--- src/hdl/sdadc_pkg.sv ---
// Purpose: shared constants and carrier types for the sigma-delta converter control
// Assumes: 16-bit register port, 125 MHz system clock
// Notes: all offsets are byte addresses on the register port
package sdadc_pkg;

	////////////////////////////////////////////////////////////////////////
	// Register map
	localparam logic [15:0] ADDR_RESULT = 16'h4900;
	localparam logic [15:0] ADDR_CONFIG = 16'h4902;
	localparam logic [15:0] ADDR_FLAG = 16'h4A00;
	localparam logic [15:0] ADDR_MASK = 16'h4A02;
	localparam logic [15:0] ADDR_MISS = 16'h4A04;

	// Config fields
	localparam int RATE_LSB = 12;
	localparam int SEL_LSB = 8;
	localparam int DITH_BIT = 1;
	localparam int EN_BIT = 0;
	localparam logic [15:0] CFG_WMASK = 16'h7F03;
	localparam logic [15:0] CFG_RESET = 16'h0000;
	localparam logic [15:0] RESULT_RESET = 16'h0000;

	// Converter event bit in flag, mask and miss registers
	localparam int EVT_BIT = 11;

	////////////////////////////////////////////////////////////////////////
	// Timing
	localparam int SYS_CLK_HZ = 125_000_000;
	localparam int MOD_RATE_HZ = 1_000_000;
	localparam int MOD_DIV = SYS_CLK_HZ / MOD_RATE_HZ;
	localparam int DIV_W = 8;
	localparam int CONV_BASE_US = 32;
	localparam int BASE_SAMPLES = CONV_BASE_US * (MOD_RATE_HZ / 1_000_000);
	localparam int RES_BASE_BITS = 5;
	localparam int CNT_W = 13;

	////////////////////////////////////////////////////////////////////////
	// Input select codes
	typedef enum logic [3:0] {
		SEL_SE0 = 4'h0,
		SEL_SE1 = 4'h1,
		SEL_SE2 = 4'h2,
		SEL_SE3 = 4'h3,
		SEL_PAD_SUPPLY_QTR = 4'h4,
		SEL_CORE_HALF = 4'h5,
		SEL_RESERVED = 4'h6,
		SEL_GROUND = 4'h7,
		SEL_REFERENCE = 4'h8,
		SEL_DIFF01 = 4'h9,
		SEL_DIFF23 = 4'hA
	} input_sel_t;

	////////////////////////////////////////////////////////////////////////
	// Carriers
	typedef struct packed {
		logic [15:0] addr;
		logic [15:0] wdata;
		logic wr;
		logic rd;
	} reg_req_t;

	typedef struct packed {
		logic clk;
		logic ditherOff;
		logic [3:0] inputSel;
		logic refOutEn;
	} mod_ctrl_t;

	typedef struct packed {
		logic [CNT_W-1:0] cnt;
		logic [CNT_W-1:0] ones;
		logic done;
		logic [15:0] result;
	} dec_state_t;

	typedef struct packed {
		logic [15:0] cfg;
		logic flag;
		logic mask;
		logic miss;
		logic irq;
		logic [15:0] result;
		logic [15:0] rdata;
		logic [DIV_W-1:0] divCnt;
		logic sync1;
		logic sync2;
		mod_ctrl_t mod;
	} top_state_t;

endpackage

--- src/hdl/sigma_delta_decimator.sv ---
// Purpose: counts modulator ones over one conversion window and left-aligns the result
// Assumes: sampleEn is a one-cycle pulse per modulator sample
// Notes: clearing run drops the window in progress
module sigma_delta_decimator (
	// Clock and reset
	input wire logic clk,
	input wire logic rstSyncN,
	// Control
	input wire logic run,
	input wire logic [2:0] rate,
	// Modulator stream
	input wire logic sampleEn,
	input wire logic bitIn,
	// Result
	output logic done,
	output logic [15:0] result
);
	import sdadc_pkg::*;

	dec_state_t st_ff;
	dec_state_t nxt_st;

	always_comb begin
		logic [CNT_W-1:0] total;
		logic [CNT_W-1:0] ones1;
		logic [CNT_W-1:0] val;
		total = CNT_W'(BASE_SAMPLES << rate);
		ones1 = st_ff.ones + CNT_W'(bitIn);
		val = '0;
		nxt_st = st_ff;
		nxt_st.done = 1'b0;
		if (!run) begin
			nxt_st.cnt = '0;
			nxt_st.ones = '0;
		end else if (sampleEn) begin
			if (st_ff.cnt == total - CNT_W'(1)) begin
				// Full count would overflow the field by one
				val = (ones1 == total) ? total - CNT_W'(1) : ones1;
				nxt_st.result = 16'(32'(val) << (16 - RES_BASE_BITS - int'(rate)));
				nxt_st.done = 1'b1;
				nxt_st.cnt = '0;
				nxt_st.ones = '0;
			end else begin
				nxt_st.cnt = st_ff.cnt + CNT_W'(1);
				nxt_st.ones = ones1;
			end
		end
	end

	always_ff @(posedge clk or negedge rstSyncN) begin
		if (!rstSyncN) begin
			st_ff <= '0;
		end else begin
			st_ff <= nxt_st;
		end
	end

	assign done = st_ff.done;
	assign result = st_ff.result;
endmodule

--- src/hdl/sigma_delta_adc_control.sv ---
// Purpose: register, timing and event control of a first-order sigma-delta converter
// Assumes: analog modulator returns one bit per modulator clock
// Notes: event pulse is one system clock wide
module sigma_delta_adc_control #(
	parameter int CLK_HZ = sdadc_pkg::SYS_CLK_HZ
) (
	// Clock and reset
	input wire logic sys_clk,
	input wire logic rst_n,
	// Register port
	input wire sdadc_pkg::reg_req_t regReq,
	output logic [15:0] regRdata,
	// Processor interrupt
	output logic irqOut,
	// Modulator front end
	input wire logic modBit,
	output sdadc_pkg::mod_ctrl_t modCtrl
);
	import sdadc_pkg::*;

	localparam int DIV = CLK_HZ / MOD_RATE_HZ;
	localparam int HALF = DIV / 2;

	if (DIV < 4 || DIV > (1 << DIV_W) || CLK_HZ % MOD_RATE_HZ != 0) begin : g_bad_clk
		$error("clock rate cannot produce the modulator rate");
	end

	////////////////////////////////////////////////////////////////////////
	// Reset release

	logic rstMeta_ff;
	logic rstSync_ff;

	always_ff @(posedge sys_clk or negedge rst_n) begin
		if (!rst_n) begin
			rstMeta_ff <= 1'b0;
			rstSync_ff <= 1'b0;
		end else begin
			rstMeta_ff <= 1'b1;
			rstSync_ff <= rstMeta_ff;
		end
	end

	////////////////////////////////////////////////////////////////////////
	// State

	top_state_t st_ff;
	top_state_t nxt_st;
	logic decDone;
	logic [15:0] decResult;
	logic sampleEn;
	logic convEn;
	logic flagClr;
	logic missClr;
	logic missEvt;

	assign convEn = st_ff.cfg[EN_BIT];
	// Sample just after the modulator clock falls, bit has settled through sync
	assign sampleEn = convEn && (st_ff.divCnt == DIV_W'(HALF));
	assign flagClr = regReq.wr && (regReq.addr == ADDR_FLAG) && regReq.wdata[EVT_BIT];
	assign missClr = regReq.wr && (regReq.addr == ADDR_MISS) && regReq.wdata[EVT_BIT];
	// Event while the previous one is still pending and enabled
	assign missEvt = decDone && st_ff.mask && st_ff.flag && !flagClr;

	////////////////////////////////////////////////////////////////////////
	// Decimation filter

	sigma_delta_decimator u_dec (
		.clk(sys_clk),
		.rstSyncN(rstSync_ff),
		.run(convEn),
		.rate(st_ff.cfg[RATE_LSB+:3]),
		.sampleEn(sampleEn),
		.bitIn(st_ff.sync2),
		.done(decDone),
		.result(decResult)
	);

	////////////////////////////////////////////////////////////////////////
	// Next state

	always_comb begin
		logic [DIV_W-1:0] nxtDiv;
		logic [15:0] rd;
		// Parked on its last count so the first period after enable is a full one
		nxtDiv = DIV_W'(DIV - 1);
		rd = 16'h0000;
		nxt_st = st_ff;

		// Config write; reserved bits never stored
		if (regReq.wr && regReq.addr == ADDR_CONFIG) begin
			nxt_st.cfg = regReq.wdata & CFG_WMASK;
		end
		if (regReq.wr && regReq.addr == ADDR_MASK) begin
			nxt_st.mask = regReq.wdata[EVT_BIT];
		end

		// Modulator clock divider, idle low while disabled
		if (convEn) begin
			nxtDiv = (st_ff.divCnt == DIV_W'(DIV - 1)) ? '0 : st_ff.divCnt + DIV_W'(1);
		end
		nxt_st.divCnt = nxtDiv;
		nxt_st.mod.clk = convEn && (nxtDiv < DIV_W'(HALF));

		// Two-stage sync of the modulator bit
		nxt_st.sync1 = modBit;
		nxt_st.sync2 = st_ff.sync1;

		// Sample register only moves on completion; writes have no effect
		if (decDone) begin
			nxt_st.result = decResult;
		end

		// Set wins over the write-one clear
		nxt_st.flag = decDone || (st_ff.flag && !flagClr);
		nxt_st.miss = missEvt || (st_ff.miss && !missClr);
		nxt_st.irq = st_ff.flag && st_ff.mask;

		// Front-end controls follow config directly
		nxt_st.mod.ditherOff = nxt_st.cfg[DITH_BIT];
		nxt_st.mod.inputSel = nxt_st.cfg[SEL_LSB+:4];
		nxt_st.mod.refOutEn = nxt_st.cfg[EN_BIT];

		// Read data valid only in the cycle after the strobe
		if (regReq.rd) begin
			case (regReq.addr)
				ADDR_RESULT: rd = st_ff.result;
				ADDR_CONFIG: rd = st_ff.cfg;
				ADDR_FLAG: rd[EVT_BIT] = st_ff.flag;
				ADDR_MASK: rd[EVT_BIT] = st_ff.mask;
				ADDR_MISS: rd[EVT_BIT] = st_ff.miss;
				default: rd = 16'h0000;
			endcase
		end
		nxt_st.rdata = rd;
	end

	always_ff @(posedge sys_clk or negedge rstSync_ff) begin
		if (!rstSync_ff) begin
			st_ff <= '0;
			st_ff.cfg <= CFG_RESET;
			st_ff.result <= RESULT_RESET;
		end else begin
			st_ff <= nxt_st;
		end
	end

	assign regRdata = st_ff.rdata;
	assign irqOut = st_ff.irq;
	assign modCtrl = st_ff.mod;
endmodule

--- config.mk ---
export PLATFORM = sky130hd
export DESIGN_NAME = sigma_delta_adc_control
export DESIGN_NICKNAME = d
export VERILOG_FILES = /design/src/hdl/sdadc_pkg.sv /design/src/hdl/sigma_delta_decimator.sv /design/src/hdl/sigma_delta_adc_control.sv
export SDC_FILE = /design/constraint.sdc
export NUM_CORES = 1
export LEC_CHECK = 0
export ABC_AREA = 1
export ABC_CLOCK_PERIOD_IN_PS = 3000
export BUFFER_PORTS_ARGS = -buffer_cell sky130_fd_sc_hd__buf_2
export CORE_ASPECT_RATIO = 1.4
export CORE_MARGIN = 2
export CORE_UTILIZATION = 50
export DETAILED_ROUTE_END_ITERATION = 6
export PLACE_DENSITY = 0.75
export SLEW_MARGIN = 0
export SYNTH_ARGS = -nofsm -noshare
export SYNTH_HDL_FRONTEND = slang
export SYNTH_SLANG_ARGS = --single-unit
--- constraint.sdc ---
create_clock -name sys_clk -period 3 [get_ports sys_clk]
set_clock_uncertainty 0.2 [all_clocks]
set_input_delay 0.45 -clock sys_clk [delete_from_list [all_inputs] [get_ports sys_clk]]
set_output_delay 0.45 -clock sys_clk [all_outputs]
set_load 0.005 [all_outputs]
# == Yosys cells after proc, flatten, opt, wreduce, memory -nomap -nowiden ==
# Cells that the tools add are included.
# op_classes
eq_ne,10
shifts,2
muxes,13
order_cmp,1
n_addsub,5
n_reduce_logical,19
# op_table
cell,count
"== test 16 x 15 -> 1 bit, second input constant",5
two-way mux 26 bit,2
two-way mux 43 bit,1
two-way mux 17 bit,2
<< shifter 13 x 32 -> 16 bit,1
== test 13 bit,2
case mux 11 bit (2 select lines),1
two-way mux 16 bit,1
two-way mux 8 bit,2
logical AND 1 bit,14
adder 13 x 1 -> 13 bit,1
"adder 13 x 1 -> 13 bit, second input constant",1
two-way mux 13 bit,1
"<< shifter 6 x 3 -> 13 bit, first input constant",1
"subtractor 13 x 1 -> 13 bit, second input constant",1
two-way mux 12 bit,1
"adder 8 x 1 -> 8 bit, second input constant",1
"== test 8 x 6 -> 1 bit, second input constant",1
"== test 8 x 7 -> 1 bit, second input constant",1
"less-than comparator 8 x 6 -> 1 bit, second input constant",1
case mux 4 bit (2 select lines),1
case mux 1 bit (5 select lines),1
"subtractor 4 x 3 -> 5 bit, first input constant",1
AND reduction 3 bit,1
3 further kinds,5
# totals
reg_bits,107
input_bits,37
wordCells,71
output_inout_bits,24

# == Longest topological paths before layout ==
# Gate-level depths: netlist (run 1).
# depth
depth_word,7
depth_mapped,21
depth_no_buf,20

# == Cells and area by module ==
# From an unflattened synthesis (run 1), not the netlist that was laid out.
# unflattened
hier_cells,799
hier_area_um2,6089.6
# modules_own_cells
mod,instances,cells_each,seq_area_each_um2,area_per_inst_um2
sigma_delta_decimator,1,504,1076.0,3429.5
sigma_delta_adc_control,1,295,1451.4,2660.1

# == Worst setup path before layout (run 1) ==
# Ideal clock, no wire load.
# synth_path
path_kind,flip-flop to flip-flop
from,register st_ff[67] (netlist name)
to,register u_dec.st_ff (netlist bit u_dec.result[12])
path_slack_ns,0.467
t_arrival_ns,2.209
n_path_buf,3
period_less_slack_ns,2.533
setup_ns,0.124
stages_incl_launch_ff,14
required_time_ns,2.676
path_cell_list,dfrtp_1 buf_4 inv_2 buf_4 nand2_2 ha_1 o22ai_1 a211oi_1 nand3_1 nor3_1 nand4_2 clkbuf_1 nand2_1 nand3_1
# synth_between
elab_chain_len,4
elab_cells_between_ends,8
cone_classes,add/sub: 2; eq/ne: 2; shift: 2; mux: 1; reduce/logical: 1
# synth_lines
item,line,text
start: declaration,sigma_delta_adc_control.sv:47,top_state_t st_ff;
start signal: assignment,sigma_delta_adc_control.sv:144,st_ff <= nxt_st;
<< shifter 6 x 3 -> 13 bit,sigma_delta_decimator.sv:27,total = CNT_W'(BASE_SAMPLES << rate);
subtractor 13 x 1 -> 13 bit or == test 13 bit (tied branches),"sigma_delta_decimator.sv:36, sigma_delta_decimator.sv:38",
two-way mux 13 bit or == test 13 bit (tied branches),"sigma_delta_decimator.sv:38, sigma_delta_decimator.sv:36",
<< shifter 13 x 32 -> 16 bit or AND reduction 3 bit (tied branches),--,
end signal: assignment,sigma_delta_decimator.sv:54,st_ff <= nxt_st;
end: declaration,sigma_delta_decimator.sv:20,dec_state_t st_ff;
# Several ways; a longest one is shown, not always the timed one.
# A chain may end at the register's enable or synchronous reset.

# == Final worst setup path (run 1) ==
# layout_path
from,register u_dec.st_ff[17] (netlist name)
to,register u_dec.st_ff (netlist bit u_dec.result[14])
# layout_between
elab_chain_len,4
# layout_lines
item,line,text
adder 13 x 1 -> 13 bit (*),sigma_delta_decimator.sv:28,ones1 = st_ff.ones + CNT_W'(bitIn);
== test 13 bit,sigma_delta_decimator.sv:38,val = (ones1 == total) ? total - CNT_W'(1) : ones1;
two-way mux 13 bit (*),sigma_delta_decimator.sv:38,
<< shifter 13 x 32 -> 16 bit (*),sigma_delta_decimator.sv:39,nxt_st.result = 16'(32'(val) << (16 - RES_BASE_BITS - int'(rate)));
# Every way passes the cells marked *; elsewhere a longest branch is shown, timed or not.

==> metrics, run 1 <==
Syn Inst Count 733; Distinct cells, synth 39; register area share after synthesis approximately 45%; largest area contributor in the netlist dfrtp_1; Clock transition at path regs roughly 0.07 ns; initial DRC count about 450; hold slack approximately 0.011 ns; Post-DP HPWL ~9300 µm; Worst R2R Path Depth 17; placed insts about 900; fin nets a little over 800; final hold violation count 0; R2R Path Start u_dec.st_ff[17]; EDFF count, synth 0; initial antenna violation count 0; Fin Setup TNS 0 ns; Initial Utilization between 50% and 60%; Multi-input gate area 2430 µm²; DR vias/cell about 5.5; Data required, critical path between 3 and 4 ns; routed length per placed instance approximately 14 µm; HP Start modBit; Slew Viols, Final 0; DRT antenna net count 0; Setup crit end kind flop; Hold Crit Class primary input to flop; register bit total from synthesis roughly 100; VDD IR max between 300 and 400 µV; Critical Path Source Type flop; vias after detailed routing 5,026; WS Path Type flop to flop; maximum fanout along the worst path 19; DIE AREA 12,100 µm²; arrival time worst endpoint around 2.8 ns; I/O pin total just over 60; relative slew slack a little over two fifths; Num CTS Buffers 9; Max-cap violations 0; Synth warnings 0; Final period util 93.6%; post-synthesis area per instance 7.63 µm²; Critical path origin u_dec.st_ff[17]; Sequential Area 2530 µm²; pin count of the biggest net entering global routing 47; Leak between 3 and 4 nW; Port Buffers 53; Slew @ Worst Pin roughly 0.84 ns; vias in the first global route ~4.9k; f_max 356 MHz; CTS sink count about 100; global-route usage over all layers approximately 22%; Clock Root Buffer clkbuf_16; worst hold path stage count 1; DR pass1 iterations 7; die width roughly 93 µm; worst skew pair latency approximately 0.34 ns; mapped cell area around 5600 µm²; final setup margin 0.193 ns; Synth top area share a little under half; synth cell count leaders nand2_1 (179), nand3_1 (105), dfrtp_1 (101); htree depth 3; total power about 4.4 mW; core area roughly 11,000 µm²; minimum clock period around 2.8 ns; status finished clean; CTS tree done; most frequent cell after synthesis nand2_1; Post-synth ARST share 100%; predominant post-synthesis flop cell dfrtp_1; Layout Area Growth over Synthesis 13.1%; # setup viols final 0; fin area around 6300 µm²; gr ovfl total 0; die height 129 µm; final wirelength about 13,000 µm; first-pass GRT wire length approximately 21,000 µm; fraction of layout cells with a size suffix above 1 ~16%; ANT cells 0; ranking of synthesized cells by area dfrtp_1 (45%), nand2_1 (12%), nand3_1 (9.4%), inv_1 (6.3%), buf_4 (3.9%); routability congestion estimate ~0.93; CTS max path bufs 2; fin util 58.2%; fill count 990; drc violations 0; power density cells around 700 nW/µm²; post-place setup slack around 0.08 ns; Synth Net Count 777; Area after DPL just under 6000 µm²; Core Rows 45; Final Non-Filler Cells ~920
==> repair_timing <==
| item | CTS | global route |
|---|---|---|
| resized for setup | 0 | 10 |
| hold buffers | 1 | 0 |
| buffers inserted | 0 | 4 |
| setup endpoints to repair | 0 | 36 |
| endpoints found under the hold margin | 2 | 0 |
==> worst paths after layout <==
kind | endpoint | slack (ns)
max | u_dec.result[14] | 0.19
min | nxt_st[7] | 0.01
max reg2reg | u_dec.result[14] | 0.19
max in group asynchronous | u_dec.st_ff[23] | 1.79
min reg2reg | st_ff[13] | 0.14
min in group asynchronous | st_ff[13] | 0.14
==> cell usage in the layout, fill, tap and decap left out, drive strengths merged <==
master,Yosys,final
nand2,183,183
o211ai,1,1
a311oi,1,1
nand3b,4,4
o22ai,28,28
nor4,3,3
o21ai,44,44
nand4,8,8
buf,35,73
conb,1,1
o31ai,1,1
clkinv,1,1
ha,7,7
a31oi,1,1
nor2,63,63
nor3,8,8
a211oi,2,2
nand3,106,106
xor2,8,8
a21oi,5,5
mux2,2,2
o21bai,3,3
inv,101,102
dfrtp,101,101
o32ai,2,2
clkbuf,11,11
xnor2,2,2
nor3b,1,1
clkinvlp,0,1
dlygate4sd3,0,1
bufinv,0,3
==> routing by layer <==
layer | up-vias | routed length, µm | global-route usage (%)
met5 | - | 0 | 0
met4 | 0 | 499 | 12.7
met3 | 43 | 736 | 3.20
met2 | 189 | 6790 | 39.9
met1 | 2368 | 4930 | 25.1
li1 | 2426 | - | -
==> power breakdown <==
| group | switching, mW | internal, mW | leakage, nW |
|---|---|---|---|
| registers | 0.177 | 1.53 | 1.24 |
| logic | 0.889 | 0.499 | 1.90 |
| clock network | 0.502 | 0.819 | 0.160 |
==> worst max-delay path, stage by stage (launching register included) <==
cell and delay [ns]:
dfrtp_1 0.36, ha_2 0.23, ha_2 0.23, nand3_2 0.12
nor2_4 0.18, buf_4 0.14, nand3_1 0.09, nand2_1 0.12
nand3_1 0.07, nand2_1 0.08, nor2_2 0.05, buf_12 0.13
nand2_4 0.17, nand2_1 0.12, nand3_1 0.11, nand3_1 0.10
nand3_1 0.10, nand3_1 0.08
==> registers in the layout (all words and copies together), names as in the netlist <==
register      cells
nxt_st            1
st_ff            33
u_dec.st_ff      26
rstSync_ff        1
u_dec.done        1
regRdata         16
modCtrl           4
convEn            1
rstMeta_ff        1
irqOut            1
u_dec.result     16
==> cell families (layout without fill, tap and decap cells) <==
family	Yosys count	count (layout)	synth area share [%]
adders and majority gates	7	7	1.57
and+or+nand+nor	376	376	30.1
buffers and inverters	148	192	12.1
DFF	101	101	45.2
AOI/OAI and AO/OA	88	88	9.04
xor gates and xnor gates	10	10	1.57
other	1	1	0.0670
muxes	2	2	0.403
==> cell type report <==
cell class                 count  share of cell area [%]
sequential                   101                    40.0
multi-input combinational    484                    38.5
timing repair buffer          74                    7.32
clock inverter                 5                    1.68
clock buffer                  11                    3.68
tap                          141                    2.79
inverter                     102                    6.05
Power figures use the tool's default switching activity.
==> run 2: changes to the inputs <==
==> constraint.sdc (replaced) <==
create_clock -name sys_clk -period 3 [get_ports sys_clk]
set_clock_uncertainty 0.2 [all_clocks]
set_input_delay 0.6 -clock sys_clk [delete_from_list [all_inputs] [get_ports sys_clk]]
set_output_delay 0.6 -clock sys_clk [all_outputs]
set_load 0.005 [all_outputs]
==> metrics, run 2 (synthesized netlist as in run 1, its figures left out) <==
status finished clean; fill count between 900 and 1k; slowest CP cell dfrtp_1; CTS sink count ~100; Met3 Wirelength ~650 µm; arrival time worst endpoint 2.80 ns; commonest non-fill, non-tap cell in the layout nand2_1; Final period util between 90% and 100%; DRT antenna net count 0; Slew Viols, Final 0; critical path depth 16; Post-DP HPWL around 9000 µm; switching fraction of total power between 30 and 40%; routed metal-1 wire length just under 5000 µm; htree depth 3; final hold violation count 0; die height ~130 µm; Critical path origin u_dec.st_ff[17]; maximum fanout along the worst path 6; worst-path cell chain ha_2 -> ha_2 -> nand3_2 -> nor2_4 -> nand2_1 -> nand2_1 -> nor2_1 -> nor2_1 -> nand2_1 -> nor2_4 -> buf_4 -> nand3_1 -> nand3_1 -> nand3_2 -> nand3_1 -> nand3_1; DIE AREA about 12,000 µm²; Setup crit end kind flop; power density cells just under 700 nW/µm²; final wirelength between 10,000 and 15,000 µm; post-place setup slack 0.0699 ns; Reg with most FFs st_ff; # setup viols final 0; Critical Path End u_dec.result[15]; initial antenna violation count 0; Layout Area Growth over Synthesis 12.2%; Port Buffers 53; gr ovfl total 0; core area 10,900 µm²; die width 93.4 µm; CP most frequent cell nand3_1; placed insts about 900; final setup margin roughly 0.22 ns; sequential group share of total power approximately two fifths; Reg-to-Reg End u_dec.result[15]; Combinational Power Share 32.1%; Clock transition at path regs approximately 0.060 ns; Initial Utilization 51.5%; Pint 2.71 mW; DR pass1 iterations 5; relative slew slack 37.8%; routed length per placed instance 13.5 µm; CP delay by family, top simple AND/OR/NAND/NOR gates; max reg flops 33; Core Rows between 40 and 50; clock share of power between 20% and 30%; CTS max path bufs 2; DR WL met2 between 6000 and 7000 µm; Data required, critical path approximately 3.0 ns; I/O pin total between 60 and 70; drc violations 0; fin nets ~820; fin util between 50% and 60%; global-route usage over all layers between 20% and 30%; routability congestion estimate 0.951; initial DRC count about 390; Top Registers st_ff: 33 flops, u_dec.st_ff: 26 flops; P_sw about 1.5 mW; first-pass GRT wire length ~21,000 µm; Hold Crit Class flop to async pin; Final Non-Filler Cells ~900; Multi-input gate area between 2000 and 2500 µm²; Worst R2R Path Depth 16; vias after detailed routing between 4k and 5k; Top Layer Used met4; WS Path Type flop to flop; Critical Path Source Type flop; WP buf/inv 1; DR vias/cell 5.44; f_max ~360 MHz; R2R Setup Slk between 0.2 and 0.25 ns; Leak 3.27 nW; fraction of layout cells with a size suffix above 1 between 15 and 20%; Slew @ Worst Pin 0.930 ns; Critical Path Max Stage Delay 0.35 ns; hold slack around 0.15 ns; vias in the first global route 4,822; worst skew pair latency 0.34 ns; CTS tree done; Clock Root Buffer clkbuf_16; Num CTS Buffers 9; minimum clock period ~2.8 ns; Sequential Area between 2000 and 3000 µm²; most frequent cells in the layout nand2_1 (179), nand3_1 (102), dfrtp_1 (100); R2R Path Start u_dec.st_ff[17]; Max-cap violations 0; VDD IR max about 370 µV; ANT cells 0; pin count of the biggest net entering global routing 100
-- run 2: changes by cell type in the layout (fill, tap and decap cells not counted), sizes merged --
cell and delta:
buf -1, bufinv -2, clkbuf +1, clkinv +1, clkinvlp -1, inv +1
-- run 2: worst min path at each step --
stage | from | endpoint | slack (ns) | depth (start not counted)
2_1_floorplan | rst_n | rstMeta_ff | 0.10 | 0
3_5_place_dp | nxt_st[7] | st_ff[7] | 0.14 | 0
4_1_cts | modBit | nxt_st[7] | 0.15 | 1
3_3_place_gp | nxt_st[7] | st_ff[7] | 0.14 | 0
5_1_grt | modBit | nxt_st[7] | 0.16 | 1
6_report | rstSync_ff | st_ff[11] | 0.15 | 1
-- run 2: routing by layer --
metal  GRT usage, %  vias to the layer above
li1               -                     2439
met1           24.8                     2316
met2           39.1                      182
met3           4.42                       50
met4           9.86                        0
met5              0                        -
-- run 2: cell type report --
type,count,share of cell area (%)
inverter,102,6.10
timing repair buffer,73,7.06
clock inverter,4,0.838
sequential,101,40.3
tap,141,2.81
clock buffer,12,4.09
multi-input combinational,484,38.8
-- run 2: power groups by stage --
stage | Sequential [mW] | Combinational [mW] | Clock, mW
after floorplan | 1.68 | 1.01 | 0
after global placement | 1.70 | 1.25 | 0
after CTS | 1.69 | 1.32 | 1.21
final | 1.70 | 1.36 | 1.18
after detailed placement | 1.71 | 1.31 | 0
after global routing | 1.72 | 1.54 | 1.28
-- run 2: per-stage QoR --
stage	area (µm²)	TNS, ns	power [mW]
5_1_grt	6270	-0.00332	4.53
4_1_cts	6200	0	4.22
6_report	6270	0	4.25
3_3_place_gp	5880	0	2.96
3_5_place_dp	5880	0	3.03
2_1_floorplan	5590	0	2.70
-- run 2: timing repair --
item / in CTS / in global routing
endpoints found under the setup margin: 0 / 14
hold buffers: 1 / 0
buffers inserted: 0 / 4
resized for setup: 0 / 9
hold endpoints to repair: 2 / 0
